**config.mk**
```make
export PLATFORM = sky130hd
export DESIGN_NAME = ump_port_dev_flat
export DESIGN_NICKNAME = d
export VERILOG_FILES = /design/src/hdl/ump_pkg.sv /design/src/hdl/ump_link_if.sv /design/src/hdl/ump_port_dev.sv /design/src/flat_wrapper.sv
export SDC_FILE = /design/constraint.sdc
export NUM_CORES = 1
export LEC_CHECK = 0
export BUFFER_PORTS_ARGS = -buffer_cell sky130_fd_sc_hd__buf_2
export CAP_MARGIN = 0
export CELL_PAD_IN_SITES_DETAIL_PLACEMENT = 1
export CELL_PAD_IN_SITES_GLOBAL_PLACEMENT = 2
export CORE_MARGIN = 3
export CORE_UTILIZATION = 34
export CTS_BUF_LIST = sky130_fd_sc_hd__clkbuf_2 sky130_fd_sc_hd__clkbuf_4 sky130_fd_sc_hd__clkbuf_8
export DETAILED_ROUTE_END_ITERATION = 16
export PLACE_DENSITY = 0.77
export REMOVE_ABC_BUFFERS = 1
export SYNTH_ARGS = -nofsm -noshare
export SYNTH_HDL_FRONTEND = slang
export SYNTH_SLANG_ARGS = --single-unit
```
**constraint.sdc**
```tcl
create_clock -name mclk -period 1.9 [get_ports mclk]
set_input_delay 0.19 -clock mclk [delete_from_list [all_inputs] [get_ports mclk]]
set_output_delay 0.19 -clock mclk [all_outputs]
set_load 0.05 [all_outputs]
```
**src/hdl/ump_pkg.sv**
```systemverilog
// shared constants and state types for the multiprocessor serial port
package ump_pkg;
  // register addresses on the special function register port
  localparam logic [7:0] CTL_ADDR = 8'h98;
  localparam logic [7:0] DATA_ADDR = 8'h99;
  // control register field positions
  localparam int CTL_MODE_BIT = 7;
  localparam int CTL_ONE_BIT = 6;
  localparam int CTL_MCE_BIT = 5;
  localparam int CTL_REN_BIT = 4;
  localparam int CTL_TB8_BIT = 3;
  localparam int CTL_RB8_BIT = 2;
  localparam int CTL_TI_BIT = 1;
  localparam int CTL_RI_BIT = 0;
  // reset values
  localparam logic [7:0] CTL_RESET = 8'h40;
  localparam logic [7:0] DATA_RESET = 8'h00;
  // bits following the start bit: 8 data + stop, or 8 data + ninth + stop
  localparam logic [3:0] FRAME8_BITS = 4'h9;
  localparam logic [3:0] FRAME9_BITS = 4'hA;
  // baud timer overflow point
  localparam logic [7:0] TIMER_TOP = 8'hFF;
  // typical reload for 9600 (timer clock /12) and 115200 (undivided) at 24.5 MHz
  localparam logic [7:0] RELOAD_STD = 8'h96;
  localparam int SYSTEM_CLOCK_STD_KHZ = 24500;
  localparam int BAUD_SLOW = 9600;
  localparam int BAUD_FAST = 115200;
  // transmitter states
  typedef enum logic [2:0] {
    TX_IDLE = 3'b001,
    TX_WAIT = 3'b010,
    TX_BUSY = 3'b100
  } ump_tx_t;
  // receiver states
  typedef enum logic [2:0] {
    RX_IDLE = 3'b001,
    RX_START = 3'b010,
    RX_DATA = 3'b100
  } ump_rx_t;
endpackage : ump_pkg

```
**src/hdl/ump_link_if.sv**
```systemverilog
// serial link between the port and the far processors
`timescale 1ns/1ps
interface ump_link_if;
  logic devTx; // line driven by the port, idle high
  logic farTx; // line driven by the far processors, idle high
  modport dev (output devTx, input farTx);
  modport far (input devTx, output farTx);
endinterface : ump_link_if

```
**src/hdl/ump_port_dev.sv**
```systemverilog
// serial port end: control/data registers, transmitter, filtered receiver
`timescale 1ns/1ps
module ump_port_dev (
  input wire logic mclk,
  input wire logic rst_n,
  ump_link_if.dev link,
  input wire logic [7:0] sfrAddr,
  input wire logic sfrWr,
  input wire logic sfrRd,
  input wire logic [7:0] sfrWdata,
  output logic [7:0] sfrRdata,
  input wire logic timerTick,
  input wire logic [7:0] baudReload,
  input wire logic portIntEn,
  output logic portIrq
);
  import ump_pkg::*;

  // complete state of the port
  typedef struct packed {
    logic mode;       // frame width select
    logic mce;        // address filter enable
    logic ren;        // receiver gate
    logic tb8;        // tx ninth bit
    logic rb8;        // rx ninth bit
    logic ti;         // tx done flag
    logic ri;         // rx done flag
    logic [7:0] rxBuf; // receive latch
    logic [7:0] rdata; // read data register
    logic irq;        // interrupt request
    logic txd;        // serial output
    ump_tx_t txSt;
    logic [9:0] txSh; // bits still to send after start
    logic [3:0] txCnt;
    logic [7:0] txTim; // tx copy of baud timer
    logic txHalf;     // overflow divide by two
    logic rxS1;       // line synchroniser
    logic rxS2;
    logic rxPrev;     // for falling edge detect
    ump_rx_t rxSt;
    logic rxPh;       // half-bit phase
    logic [9:0] rxSh;
    logic [3:0] rxCnt;
    logic [7:0] rxTim; // rx copy of baud timer
  } ump_dev_st_t;

  ump_dev_st_t s_r;
  ump_dev_st_t s_nxt;

  // register port decode
  logic wrCtl;
  logic wrData;
  logic [7:0] ctlView;
  assign wrCtl = sfrWr && (sfrAddr == CTL_ADDR);
  assign wrData = sfrWr && (sfrAddr == DATA_ADDR);
  // control readback, bit 6 forced high
  assign ctlView = {s_r.mode, 1'b1, s_r.mce, s_r.ren, s_r.tb8, s_r.rb8, s_r.ti, s_r.ri};

  // next-state logic
  always_comb begin
    logic txOvf;
    logic txBit;
    logic rxOvf;
    logic fall;
    logic startDet;
    logic hwTi;
    logic hwRi;
    logic r9;
    logic [7:0] rdat;
    logic [9:0] rsh;
    logic [3:0] need;
    txOvf = 1'b0;
    txBit = 1'b0;
    rxOvf = 1'b0;
    fall = 1'b0;
    startDet = 1'b0;
    hwTi = 1'b0;
    hwRi = 1'b0;
    r9 = 1'b0;
    rdat = 8'h00;
    rsh = s_r.rxSh;
    need = s_r.mode ? FRAME9_BITS : FRAME8_BITS;
    s_nxt = s_r;

    // control writes; bit 6 is dropped
    if (wrCtl) begin
      s_nxt.mode = sfrWdata[CTL_MODE_BIT];
      s_nxt.mce = sfrWdata[CTL_MCE_BIT];
      s_nxt.ren = sfrWdata[CTL_REN_BIT];
      s_nxt.tb8 = sfrWdata[CTL_TB8_BIT];
      s_nxt.rb8 = sfrWdata[CTL_RB8_BIT];
      s_nxt.ti = sfrWdata[CTL_TI_BIT];
      s_nxt.ri = sfrWdata[CTL_RI_BIT];
    end

    // registered read data
    if (sfrRd) begin
      if (sfrAddr == CTL_ADDR) begin
        s_nxt.rdata = ctlView;
      end else if (sfrAddr == DATA_ADDR) begin
        s_nxt.rdata = s_r.rxBuf;
      end else begin
        s_nxt.rdata = 8'h00;
      end
    end

    // tx timer: overflow at twice the bit rate
    if (timerTick) begin
      if (s_r.txTim == TIMER_TOP) begin
        s_nxt.txTim = baudReload;
        txOvf = 1'b1;
      end else begin
        s_nxt.txTim = s_r.txTim + 8'h01;
      end
    end
    if (txOvf) begin
      s_nxt.txHalf = !s_r.txHalf;
    end
    txBit = txOvf && s_r.txHalf;

    // transmitter
    if (wrData) begin
      s_nxt.txSh = {1'b1, (s_r.mode ? s_r.tb8 : 1'b1), sfrWdata};
      s_nxt.txCnt = need;
      s_nxt.txSt = TX_WAIT;
    end else begin
      case (s_r.txSt)
        TX_IDLE: begin
          s_nxt.txd = 1'b1;
        end
        TX_WAIT: begin
          // start bit at the next bit boundary
          if (txBit) begin
            s_nxt.txd = 1'b0;
            s_nxt.txSt = TX_BUSY;
          end
        end
        TX_BUSY: begin
          if (txBit) begin
            if (s_r.txCnt == 4'h0) begin
              s_nxt.txSt = TX_IDLE;
            end else begin
              s_nxt.txd = s_r.txSh[0];
              s_nxt.txSh = {1'b1, s_r.txSh[9:1]};
              s_nxt.txCnt = s_r.txCnt - 4'h1;
              // last bit out is the stop bit
              if (s_r.txCnt == 4'h1) begin
                hwTi = 1'b1;
              end
            end
          end
        end
        default: begin
          s_nxt.txSt = TX_IDLE;
        end
      endcase
    end

    // line synchroniser and edge detect
    s_nxt.rxS1 = link.farTx;
    s_nxt.rxS2 = s_r.rxS1;
    s_nxt.rxPrev = s_r.rxS2;
    fall = s_r.rxPrev && !s_r.rxS2;
    startDet = (s_r.rxSt == RX_IDLE) && s_r.ren && fall;

    // rx timer, reloaded on a start edge
    if (startDet) begin
      s_nxt.rxTim = baudReload;
    end else if (timerTick) begin
      if (s_r.rxTim == TIMER_TOP) begin
        s_nxt.rxTim = baudReload;
        rxOvf = 1'b1;
      end else begin
        s_nxt.rxTim = s_r.rxTim + 8'h01;
      end
    end

    // receiver
    case (s_r.rxSt)
      RX_IDLE: begin
        if (startDet) begin
          s_nxt.rxSt = RX_START;
          s_nxt.rxCnt = 4'h0;
        end
      end
      RX_START: begin
        // first overflow lands mid start bit
        if (rxOvf) begin
          if (!s_r.rxS2) begin
            s_nxt.rxSt = RX_DATA;
            s_nxt.rxPh = 1'b0;
          end else begin
            s_nxt.rxSt = RX_IDLE;
          end
        end
      end
      RX_DATA: begin
        if (rxOvf) begin
          if (!s_r.rxPh) begin
            s_nxt.rxPh = 1'b1;
          end else begin
            // a whole bit after the last sample
            s_nxt.rxPh = 1'b0;
            rsh = {s_r.rxS2, s_r.rxSh[9:1]};
            s_nxt.rxSh = rsh;
            s_nxt.rxCnt = s_r.rxCnt + 4'h1;
            if (s_r.rxCnt == (need - 4'h1)) begin
              s_nxt.rxSt = RX_IDLE;
              rdat = s_r.mode ? rsh[7:0] : rsh[8:1];
              r9 = s_r.mode ? rsh[8] : rsh[9];
              if (!s_r.ri && (!s_r.mce || r9)) begin
                s_nxt.rxBuf = rdat;
                s_nxt.rb8 = r9;
                hwRi = 1'b1;
              end
            end
          end
        end
      end
      default: begin
        s_nxt.rxSt = RX_IDLE;
      end
    endcase
    // reception disabled abandons any frame
    if (!s_r.ren) begin
      s_nxt.rxSt = RX_IDLE;
    end

    // hardware sets win over software clears
    if (hwTi) begin
      s_nxt.ti = 1'b1;
    end
    if (hwRi) begin
      s_nxt.ri = 1'b1;
    end
    s_nxt.irq = portIntEn && (s_nxt.ti || s_nxt.ri);
  end

  // state register with synchronous reset
  always_ff @(posedge mclk) begin
    if (!rst_n) begin
      s_r <= '0;
      s_r.mode <= CTL_RESET[CTL_MODE_BIT];
      s_r.mce <= CTL_RESET[CTL_MCE_BIT];
      s_r.ren <= CTL_RESET[CTL_REN_BIT];
      s_r.tb8 <= CTL_RESET[CTL_TB8_BIT];
      s_r.rb8 <= CTL_RESET[CTL_RB8_BIT];
      s_r.ti <= CTL_RESET[CTL_TI_BIT];
      s_r.ri <= CTL_RESET[CTL_RI_BIT];
      s_r.rxBuf <= DATA_RESET;
      s_r.txd <= 1'b1;
      s_r.txSt <= TX_IDLE;
      s_r.rxS1 <= 1'b1;
      s_r.rxS2 <= 1'b1;
      s_r.rxPrev <= 1'b1;
      s_r.rxSt <= RX_IDLE;
    end else begin
      s_r <= s_nxt;
    end
  end

  // outputs straight from the state register
  assign sfrRdata = s_r.rdata;
  assign portIrq = s_r.irq;
  assign link.devTx = s_r.txd;
endmodule : ump_port_dev

```
**src/flat_wrapper.sv**
```systemverilog
// flat-port wrapper written by rule: the top's interface ports become plain ports
module ump_port_dev_flat import ump_pkg::*;
  (mclk, rst_n, sfrAddr, sfrWr, sfrRd, sfrWdata, sfrRdata, timerTick, baudReload, portIntEn, portIrq, link_devTx, link_farTx);
  ump_link_if link_i ();
  input wire logic mclk;
  input wire logic rst_n;
  input wire logic [7:0] sfrAddr;
  input wire logic sfrWr;
  input wire logic sfrRd;
  input wire logic [7:0] sfrWdata;
  output logic [7:0] sfrRdata;
  input wire logic timerTick;
  input wire logic [7:0] baudReload;
  input wire logic portIntEn;
  output logic portIrq;
  output wire logic [$bits(link_i.devTx)-1:0] link_devTx;
  input wire logic [$bits(link_i.farTx)-1:0] link_farTx;
  assign link_devTx = link_i.devTx;
  assign link_i.farTx = link_farTx;
  ump_port_dev u_core (.mclk(mclk), .rst_n(rst_n), .link(link_i), .sfrAddr(sfrAddr), .sfrWr(sfrWr), .sfrRd(sfrRd), .sfrWdata(sfrWdata), .sfrRdata(sfrRdata), .timerTick(timerTick), .baudReload(baudReload), .portIntEn(portIntEn), .portIrq(portIrq));
endmodule
```
## Word level (Yosys, flattened, before mapping)

Cells that the tools add are included.

| word-level totals | value |
|---|---|
| logic and storage cells | 147 |
| bits in registers | 80 |
| input port bits | 31 |

| operators by class | value |
|---|---|
| bitwise operators | 3 |
| add/subtract/negate cells | 5 |
| reduce and logical (&&, ||, !) cells | 32 |
| mux-type cells | 55 |
| eq/ne operators | 27 |

Operator list:

| kind | count |
|---|---|
| 8-bit 2-to-1 mux | 7 |
| 14-bit 2-to-1 mux | 3 |
| 18-bit 2-to-1 mux | 2 |
| 8-bit == test (second input constant) | 4 |
| 1-bit 2-to-1 mux | 27 |
| 2-bit by 1-bit != test with 1-bit output (second input constant) | 10 |
| 3-bit 2-to-1 mux | 6 |
| 3-bit one-hot mux with 3 select lines | 2 |
| 8-bit by 1-bit adder with 8-bit output (second input constant) | 2 |
| 16-bit 2-to-1 mux | 1 |
| 4-bit AND reduction | 4 |
| 5-bit AND reduction | 3 |
| 4-bit 2-to-1 mux | 3 |
| 2-bit nonzero test | 5 |
| 3-bit by 1-bit != test with 1-bit output (second input constant) | 3 |
| 1-bit logical AND | 8 |
| 4-bit one-hot mux with 2 select lines | 1 |
| 4-bit by 1-bit subtractor with 4-bit output (second input constant) | 2 |
| 3-bit by 1-bit == test with 1-bit output (second input constant) | 2 |
| 3-bit by 2-bit == test with 1-bit output (second input constant) | 2 |
| 3-bit == test (second input constant) | 2 |
| 3-bit AND reduction | 2 |
| 4-bit by 1-bit adder with 4-bit output (second input constant) | 1 |
| 4-bit by 1-bit == test with 1-bit output (second input constant) | 1 |
| 12 further kinds | 19 |

## Logic depth before layout (Yosys ltp)

Gate-level depths: netlist of run 1.

| logic depth | value |
|---|---|
| depth after elaboration | 11 |
| mapped depth | 7 |

## Worst setup path before layout of run 1

No wires, ideal clock.

| timing path | value |
|---|---|
| kind | flip-flop to flip-flop |
| from | reg u_core.s_r[30] in the netlist's numbering |
| to | reg u_core.s_r[43] in the netlist's numbering |
| path slack | 0.063 ns |
| clock period less this slack | 1.837 ns |
| cell stages (with the launch flop) | 7 |
| data required time | 1.767 ns |
| setup time | 0.133 ns |
| arrival time | 1.704 ns |
| cell sequence | dfxtp_1 ha_1 nand4_1 nor4_4 buf_6 mux2i_1 a21oi_1 |

| between the ends | value |
|---|---|
| word-level cells in the longest chain between the ends | 6 |

RTL lines:

| what | RTL line | text |
|---|---|---|
| from (decl) | ump_port_dev.sv:47 | `ump_dev_st_t s_r;` |
| from (signal assigned) | ump_port_dev.sv:258 | `s_r <= s_nxt;` |
| 8-bit == test | ump_port_dev.sv:109 | `if (s_r.txTim == TIMER_TOP) begin` |
| 1-bit 2-to-1 mux | ump_port_dev.sv:109 |  |
| 1-bit 2-to-1 mux | ump_port_dev.sv:108 | `if (timerTick) begin` |
| 1-bit logical AND | ump_port_dev.sv:119 | `txBit = txOvf && s_r.txHalf;` |
| 2-bit nonzero test (no line) | - |  |
| 3-bit AND reduction (no line) | - |  |

Every way passes these cells.
A chain may end at the register's enable or synchronous reset.

## Worst setup path after layout of run 1

| timing path | value |
|---|---|
| from | reg u_core.s_r[0] in the netlist's numbering |
| to | reg u_core.s_r[22] in the netlist's numbering |

| between the ends | value |
|---|---|
| word-level cells in the longest chain between the ends | 6 |
| elaborated cells on any way between the ends | 7 |

RTL lines:

| what | RTL line | text |
|---|---|---|
| 8-bit == test (*) | ump_port_dev.sv:170 | `if (s_r.rxTim == TIMER_TOP) begin` |
| 1-bit 2-to-1 mux (*) | ump_port_dev.sv:170 |  |
| 1-bit 2-to-1 mux (*) | ump_port_dev.sv:169 | `end else if (timerTick) begin` |
| 1-bit 2-to-1 mux (*) | ump_port_dev.sv:167 | `if (startDet) begin` |
| 2-bit by 1-bit != test with 1-bit output (no line) | - |  |
| 4-bit AND reduction (no line) (*) | - |  |

Every way passes the cells marked *; elsewhere a longest branch is shown, timed or not.

==> results.py, run 1 <==
metrics = {
    "floorplan": {
        "chipWidth_um": 113,
        "dieHeight_um": 113,
        "initial_core_util_pct": 35.4,
        "core_um2": 11000,
        "rows": 38,
        "die-area_um2": 12800,
        "boundaryPins": 41,
    },
    "pwr": {
        "seq_power_share_pct": 51.7,
        "combPwrFrac_pct": 5.0,
        "p_switching_mw": 0.718,
        "clkPwrFrac_pct": 43.4,
        "irDropWorstVdd_v": 0.000344,
        "power_density_nw_per_um2": 705,
        "p_int_mw": 2.53,
        "leakage_nw": 1.84,
        "total_power_mw": 3.25,
        "switching_share_pct": 22.1,
    },
    "global_routing": {
        "grt_max_degree": 42,
        "antenna_found_initial": 0,
        "grt_pass1_wl_mm": 17.3,
        "grt_overflow_total": 0,
        "track_usage_pct": 16.7,
        "grt_pass1_vias": 3475,
    },
    "route": {
        "first_pass_iters": 4,
        "wirelength_mm": 10.3,
        "drtIter0Drc": 129,
        "antenna_left": 0,
        "viasPerCell": 5.32,
        "vias": 3419,
        "wl_per_cell_um": 16.0,
        "drc": 0,
    },
    "sta": {
        "whs_ps": 26.5,
        "slew_headroom_pct": 69.0,
        "finalCriticalPeriod_ps": 1780,
        "rsz0062_at_grt": "false",
        "max_clock_freq_mhz": 560,
        "tightest_slew_ps": 459,
        "hold_viol": 0,
        "fin_crit_sh_pct": 93.9,
        "fin_skew_ps": 8.30,
        "tns_ps": 0,
        "slew_viol_final": 0,
        "setup_violations": 0,
    },
    "clocking": {
        "cts_tree": "built",
        "cts_setup_buffers": 0,
        "htreeDepth": 3,
        "cts_root_buf": "clkbuf_8",
        "cts_sinks": 79,
        "cts.path.max_buffers": 2,
        "clkTransAtPathRegs_ps": 80,
        "insertion_delay_ps": 350,
        "numCtsBuffers": 9,
        "hold_buffers": 0,
    },
    "layout": {
        "syn_to_final_growth_pct": 18.0,
        "final_area_um2": 4610,
        "drive_above_1_share_pct": 20.9,
        "finish.utilization_pct": 41.8,
        "final_nets": 535,
        "n_antenna_cell": 0,
    },
    "run_status": {
        "status": "complete, no violations",
    },
    "yosys": {
        "ys_top_cells_by_area": "dfxtp_1 40%, mux2i_1 8.7%, a21oi_1 5.4%",
        "synth_warnings": 0,
        "yosysSeqAreaShare_pct": 40.5,
        "synth.top_cell.area_share_pct": 40.5,
        "muxShareOfSynthArea_pct": 11.9,
        "synth-compound-area-share_pct": 15.8,
        "synth_top_family_by_area": "simple AND/OR/NAND/NOR gates",
        "yosys.area.top_type": "dfxtp_1",
        "async_flop_share_pct": 0,
        "synthCells": 448,
        "syn_area_per_cell_um2": 8.72,
        "synth_xor_area_share_pct": 2.47,
        "synthAdderAreaFrac_pct": 1.92,
        "synth_edf_count": 0,
        "yosysMostFrequentCell": "dfxtp_1",
        "synthSimpleGateAreaFrac_pct": 22.4,
        "synth.distinct_cells": 57,
        "netlist_area_um2": 3910,
        "synth_ff_type": "dfxtp_1",
        "yosys-top-cells-count": "79 x dfxtp_1, 52 x nand2_1, 42 x a21oi_1",
        "ys_seq_elements": 79,
    },
    "worst_setup_path": {
        "cp_cell_sequence": "ha_4 > nand4_4 > or3_1 > or3_1 > a21oi_1 > o21a_1",
        "slowest_delay_ps": 400,
        "crit_required_ps": 2200,
        "critPathKind": "register to register",
        "arrival_ps": 2080,
        "critical_path.most_common_cell": "or3_1",
        "start_kind": "register",
        "crit_slowest_cell": "dfxtp_1",
        "critPathCaptureType": "register",
        "r2r_setup_slack_ps": 120,
        "path_max_fanout": 7,
    },
    "placement": {
        "placed_area_um2": 4360,
        "hpwl_mm": 7.63,
        "io_buffers": 40,
        "gp_congestion": 0.808,
    },
    "job": {
        "maxCapViolations": 0,
    },
    "min_path": {
        "hp-class": "input port to register",
    },
}
[metrics by stage]
step | std cells | setup slack, ps
4_1_cts | 643 | 34.9
3_3_place_gp | 627 | 95.6
2_1_floorplan | 420 | -296
3_5_place_dp | 627 | -2.67
5_1_grt | 643 | 18.9
6_report | 643 | 115
[power by group through the flow]
stage               combinational, mW  sequential (mW)  clock [mW]
global placement                0.158             1.72           0
detailed placement              0.160             1.72           0
global route                    0.182             1.68        1.53
finish                          0.162             1.68        1.41
CTS                             0.161             1.68        1.46
floorplan                      0.0575             1.72           0
[repair_timing]
action                     in CTS  in global routing
pin swaps                       0                  2
cloned                          0                  0
resized for setup               1                  5
setup endpoints to repair       1                 21
[final cells by class]
type | instances | area, um2
repair buffers | 67 | 432
inverters | 13 | 48.8
well taps | 140 | 175
clock inverters | 3 | 67.6
flip-flops and latches | 79 | 1580
multi-input cells | 328 | 2150
clock buffers | 13 | 154
fillers | 1335 | 6420
[placed cells by master, fill, tap and decap left out, types with 2 or more instances in the layout]
| master | Yosys | layout |
|---|---|---|
| xor2_1 | 6 | 6 |
| o211ai_1 | 3 | 3 |
| mux2i_1 | 34 | 34 |
| clkbuf_4 | 0 | 4 |
| or3_1 | 3 | 3 |
| nor3b_1 | 4 | 3 |
| a211oi_1 | 6 | 6 |
| buf_4 | 8 | 24 |
| mux2_2 | 11 | 11 |
| nand4b_1 | 2 | 2 |
| o31ai_1 | 2 | 2 |
| bufinv_16 | 0 | 2 |
| o22ai_1 | 7 | 7 |
| nand2b_1 | 9 | 9 |
| nor2b_1 | 2 | 2 |
| ha_1 | 6 | 5 |
| and4_1 | 2 | 2 |
| inv_1 | 13 | 13 |
| and3_1 | 4 | 4 |
| nor3_1 | 8 | 8 |
| o21a_1 | 4 | 4 |
| o21ai_0 | 20 | 20 |
| nor4_4 | 2 | 2 |
| nor2_1 | 36 | 36 |
| clkbuf_8 | 0 | 9 |
| a311oi_1 | 2 | 2 |
| a21oi_1 | 42 | 42 |
| buf_2 | 5 | 40 |
| a41oi_1 | 2 | 2 |
| and2_1 | 11 | 11 |
| nand2_1 | 52 | 52 |
| nand4_1 | 8 | 8 |
| nand3_1 | 10 | 10 |
| buf_12 | 0 | 2 |
| a31oi_1 | 2 | 2 |
| nor4_1 | 3 | 3 |
| dfxtp_1 | 79 | 78 |
| xnor2_1 | 5 | 5 |
[worst paths after layout]
kind / to / startpoint / cells past startpoint
worst max-delay path: u_core.s_r[22] / u_core.s_r[0] / 6
worst min-delay path: u_core.s_nxt[27] / link_farTx / 2
worst max register to register: u_core.s_r[22] / u_core.s_r[0] / 6
worst min register to register: u_core.s_nxt[26] / u_core.s_nxt[27] / 1
[logic make-up (layout without fill, tap and decap cells)]
kind of cell | after synthesis | in the layout
xor+xnor | 11 | 11
mux | 45 | 45
buf+inv | 41 | 96
flops | 79 | 79
compound gates | 100 | 100
fa+ha+maj | 6 | 6
simple gates | 166 | 166
[state kept, by name (all words and copies together) (netlist names)]
name and flops:
u_core.ctlView 7, u_core.link.devTx 1, u_core.s_r 60, u_core.s_nxt 2, u_core.sfrRdata 8, u_core.portIrq 1
[metal layers]
metal	global-route usage, %	vias to the layer above	part of all wire, %
li1	-	1696	-
met2	27.4	36	48
met5	0	-	0
met3	3.16	13	2.9
met1	22.2	1674	47
met4	5.21	0	1.4
[worst max-delay path: cells and delay by family, from the launching register on]
kind | cells | cell delay, ps
adder cells (fa/ha/maj) | 1 | 180
AND/OR/NAND/NOR | 3 | 880
flip-flops | 1 | 400
AO/OA/AOI/OAI | 2 | 280
Note: power is estimated with default switching activity, not from simulation.
==> inputs of run 2 (changes only) <==
Settings changed: ABC_AREA set to 1, CORE_MARGIN 3 to 4, CORE_UTILIZATION 34 to 31, PLACE_DENSITY 0.77 to 0.75.
==> results.py, run 2 <==
metrics = {
    "run_status": {
        "status": "complete, no violations",
    },
    "yosys": {
        "async_flop_share_pct": 0,
        "yosys-top-cells-count": "115 x nand2_1, 80 x inv_1, 79 x dfxtp_1",
        "syn_area_per_cell_um2": 7.11,
        "yosysSeqAreaShare_pct": 37.6,
        "yosysMostFrequentCell": "nand2_1",
        "yosys.area.top_type": "dfxtp_1",
        "synth_ff_type": "dfxtp_1",
        "synth.top_cell.area_share_pct": 37.6,
        "ys_top_cells_by_area": "dfxtp_1 38%, nand2_1 10%, inv_1 7.1%",
        "netlist_area_um2": 4210,
        "synthCells": 592,
        "synth_edf_count": 0,
        "ys_seq_elements": 79,
        "synth.distinct_cells": 36,
        "synth_warnings": 0,
    },
    "pwr": {
        "p_int_mw": 2.32,
        "seq_power_share_pct": 55.0,
        "clkPwrFrac_pct": 37.7,
        "irDropWorstVdd_v": 0.000237,
        "combPwrFrac_pct": 7.3,
        "leakage_nw": 2.10,
        "total_power_mw": 3.10,
        "power_density_nw_per_um2": 644,
        "switching_share_pct": 25.1,
        "p_switching_mw": 0.776,
    },
    "layout": {
        "final_area_um2": 4810,
        "layout_commonest_cell": "nand2_1",
        "top_register": "u_core.s_r",
        "final_nets": 669,
        "layout_common_cells": "115 x nand2_1, 79 x inv_1, 78 x dfxtp_1",
        "syn_to_final_growth_pct": 14.1,
        "n_antenna_cell": 0,
        "instances_no_fill": 811,
        "drive_above_1_share_pct": 17.8,
        "largest_register_ffs": 60,
    },
    "route": {
        "drtIter0Drc": 116,
        "wirelength_mm": 11.4,
        "viasPerCell": 4.81,
        "antenna_left": 0,
        "drc": 0,
        "vias": 3899,
        "first_pass_iters": 4,
        "wl_per_cell_um": 14.1,
    },
    "job": {
        "maxCapViolations": 0,
    },
    "clocking": {
        "numCtsBuffers": 9,
        "cts.path.max_buffers": 2,
        "clkTransAtPathRegs_ps": 80,
        "insertion_delay_ps": 360,
        "cts_root_buf": "clkbuf_8",
        "cts_tree": "built",
        "cts_sinks": 79,
        "htreeDepth": 3,
    },
    "placement": {
        "hpwl_mm": 8.47,
        "dp_slack_ps": 95.5,
        "gp_congestion": 0.776,
        "io_buffers": 40,
        "placed_cells": 791,
        "placed_area_um2": 4560,
    },
    "sta": {
        "slew_viol_final": 0,
        "hold_viol": 0,
        "slew_headroom_pct": 54.0,
        "rsz0062_at_grt": "false",
        "finalCriticalPeriod_ps": 1740,
        "fin_ws_ps": 164,
        "setup_violations": 0,
        "fin_skew_ps": 6.72,
        "tns_ps": 0,
        "max_clock_freq_mhz": 576,
        "tightest_slew_ps": 689,
        "fin_crit_sh_pct": 91.4,
    },
    "global_routing": {
        "grt_max_degree": 54,
        "grt_overflow_total": 0,
        "track_usage_pct": 14.9,
        "grt_pass1_wl_mm": 19.3,
        "grt_pass1_vias": 3929,
        "antenna_found_initial": 0,
    },
    "min_path": {
        "hp-class": "input port to register",
    },
    "floorplan": {
        "chipWidth_um": 125,
        "rows": 42,
        "die-area_um2": 15500,
        "core_um2": 13300,
        "dieHeight_um": 125,
        "boundaryPins": 41,
        "initial_core_util_pct": 31.7,
    },
    "worst_setup_path": {
        "critPathCaptureType": "register",
        "crit_required_ps": 2180,
        "arrival_ps": 2020,
        "critPathKind": "register to register",
        "path_max_fanout": 7,
        "start_kind": "register",
    },
}
==> run 2: changes by cell type after synthesis, sizes merged, moves of 9 or more <==
cell | before | now
and2 | 11 | 1
nand3 | 10 | 46
nand2 | 53 | 122
inv | 13 | 86
mux2 | 11 | 0
o21ai | 20 | 64
nor2 | 37 | 58
mux2i | 34 | 0
nand2b | 9 | 0
==> run 2: final timing paths <==
| path | start | slack (ps) | cells after the start | endpoint |
|---|---|---|---|---|
| hold reg to reg | u_core.s_nxt[27] | 430 | 1 | u_core.s_nxt[26] |
| setup reg to reg | u_core.s_r[30] | 160 | 9 | u_core.s_r[44] |
| hold / removal | portIntEn | 70 | 3 | u_core.portIrq |
| setup / recovery | u_core.s_r[30] | 160 | 9 | u_core.s_r[44] |
==> run 2: critical path, stage by stage (launching register included) <==
cell and delay, ps:
dfxtp_1 380, ha_1 180, nand2_1 80, nor2_4 160
nand2_2 150, nor2_4 170, nand2_4 110, o21ai_4 190
nand3_1 90, a21oi_1 130
==> run 2: final cells by class <==
cell class	instances	area (um2)
clock buffer	13	166
clock inverter	1	5.00
fill	1693	8490
inverter	86	323
multi-input combinational	400	2170
sequential	79	1580
tap	176	220
timing repair buffer	56	335
==> run 2: power by group through the flow <==
stage               Combinational, mW  Sequential [mW]  Clock (mW)
floorplan                      0.0879             1.77           0
global placement                0.223             1.74           0
detailed placement              0.227             1.74           0
CTS                             0.230             1.70        1.23
global route                    0.255             1.71        1.29
finish                          0.226             1.70        1.17
==> run 2: through the flow <==
step	hold WS, ps	utilization, %
after floorplan	259	-
after global placement	388	34.3
after detailed placement	382	34.3
after CTS	41.6	35.6
after global routing	77.6	36.1
final	67.7	36.1
==> run 2: logic make-up (layout without fill, tap and decap cells) <==
group,count (synthesis),after routing,synth area share [%]
AO/OA/AOI/OAI,136,136,18.0
XOR/XNOR,11,11,2.29
adder cells (fa/ha/maj),6,6,1.78
buffers and inverters,114,156,11.6
flip-flops,79,79,37.6
AND/OR/NAND/NOR,246,247,28.7
==> run 2: timing repair <==
item,CTS,global route
gates resized for setup,0,7
setup endpoints to repair,0,27
setup buffers,0,4
endpoints found under the hold margin,1,0
hold buffers,1,0
==> run 2: layer usage <==
metal  wire [um]  track usage [%]
met2        5300             24.2
met5           0                0
met3         350             2.44
met4         156             5.16
met1        5600             20.1
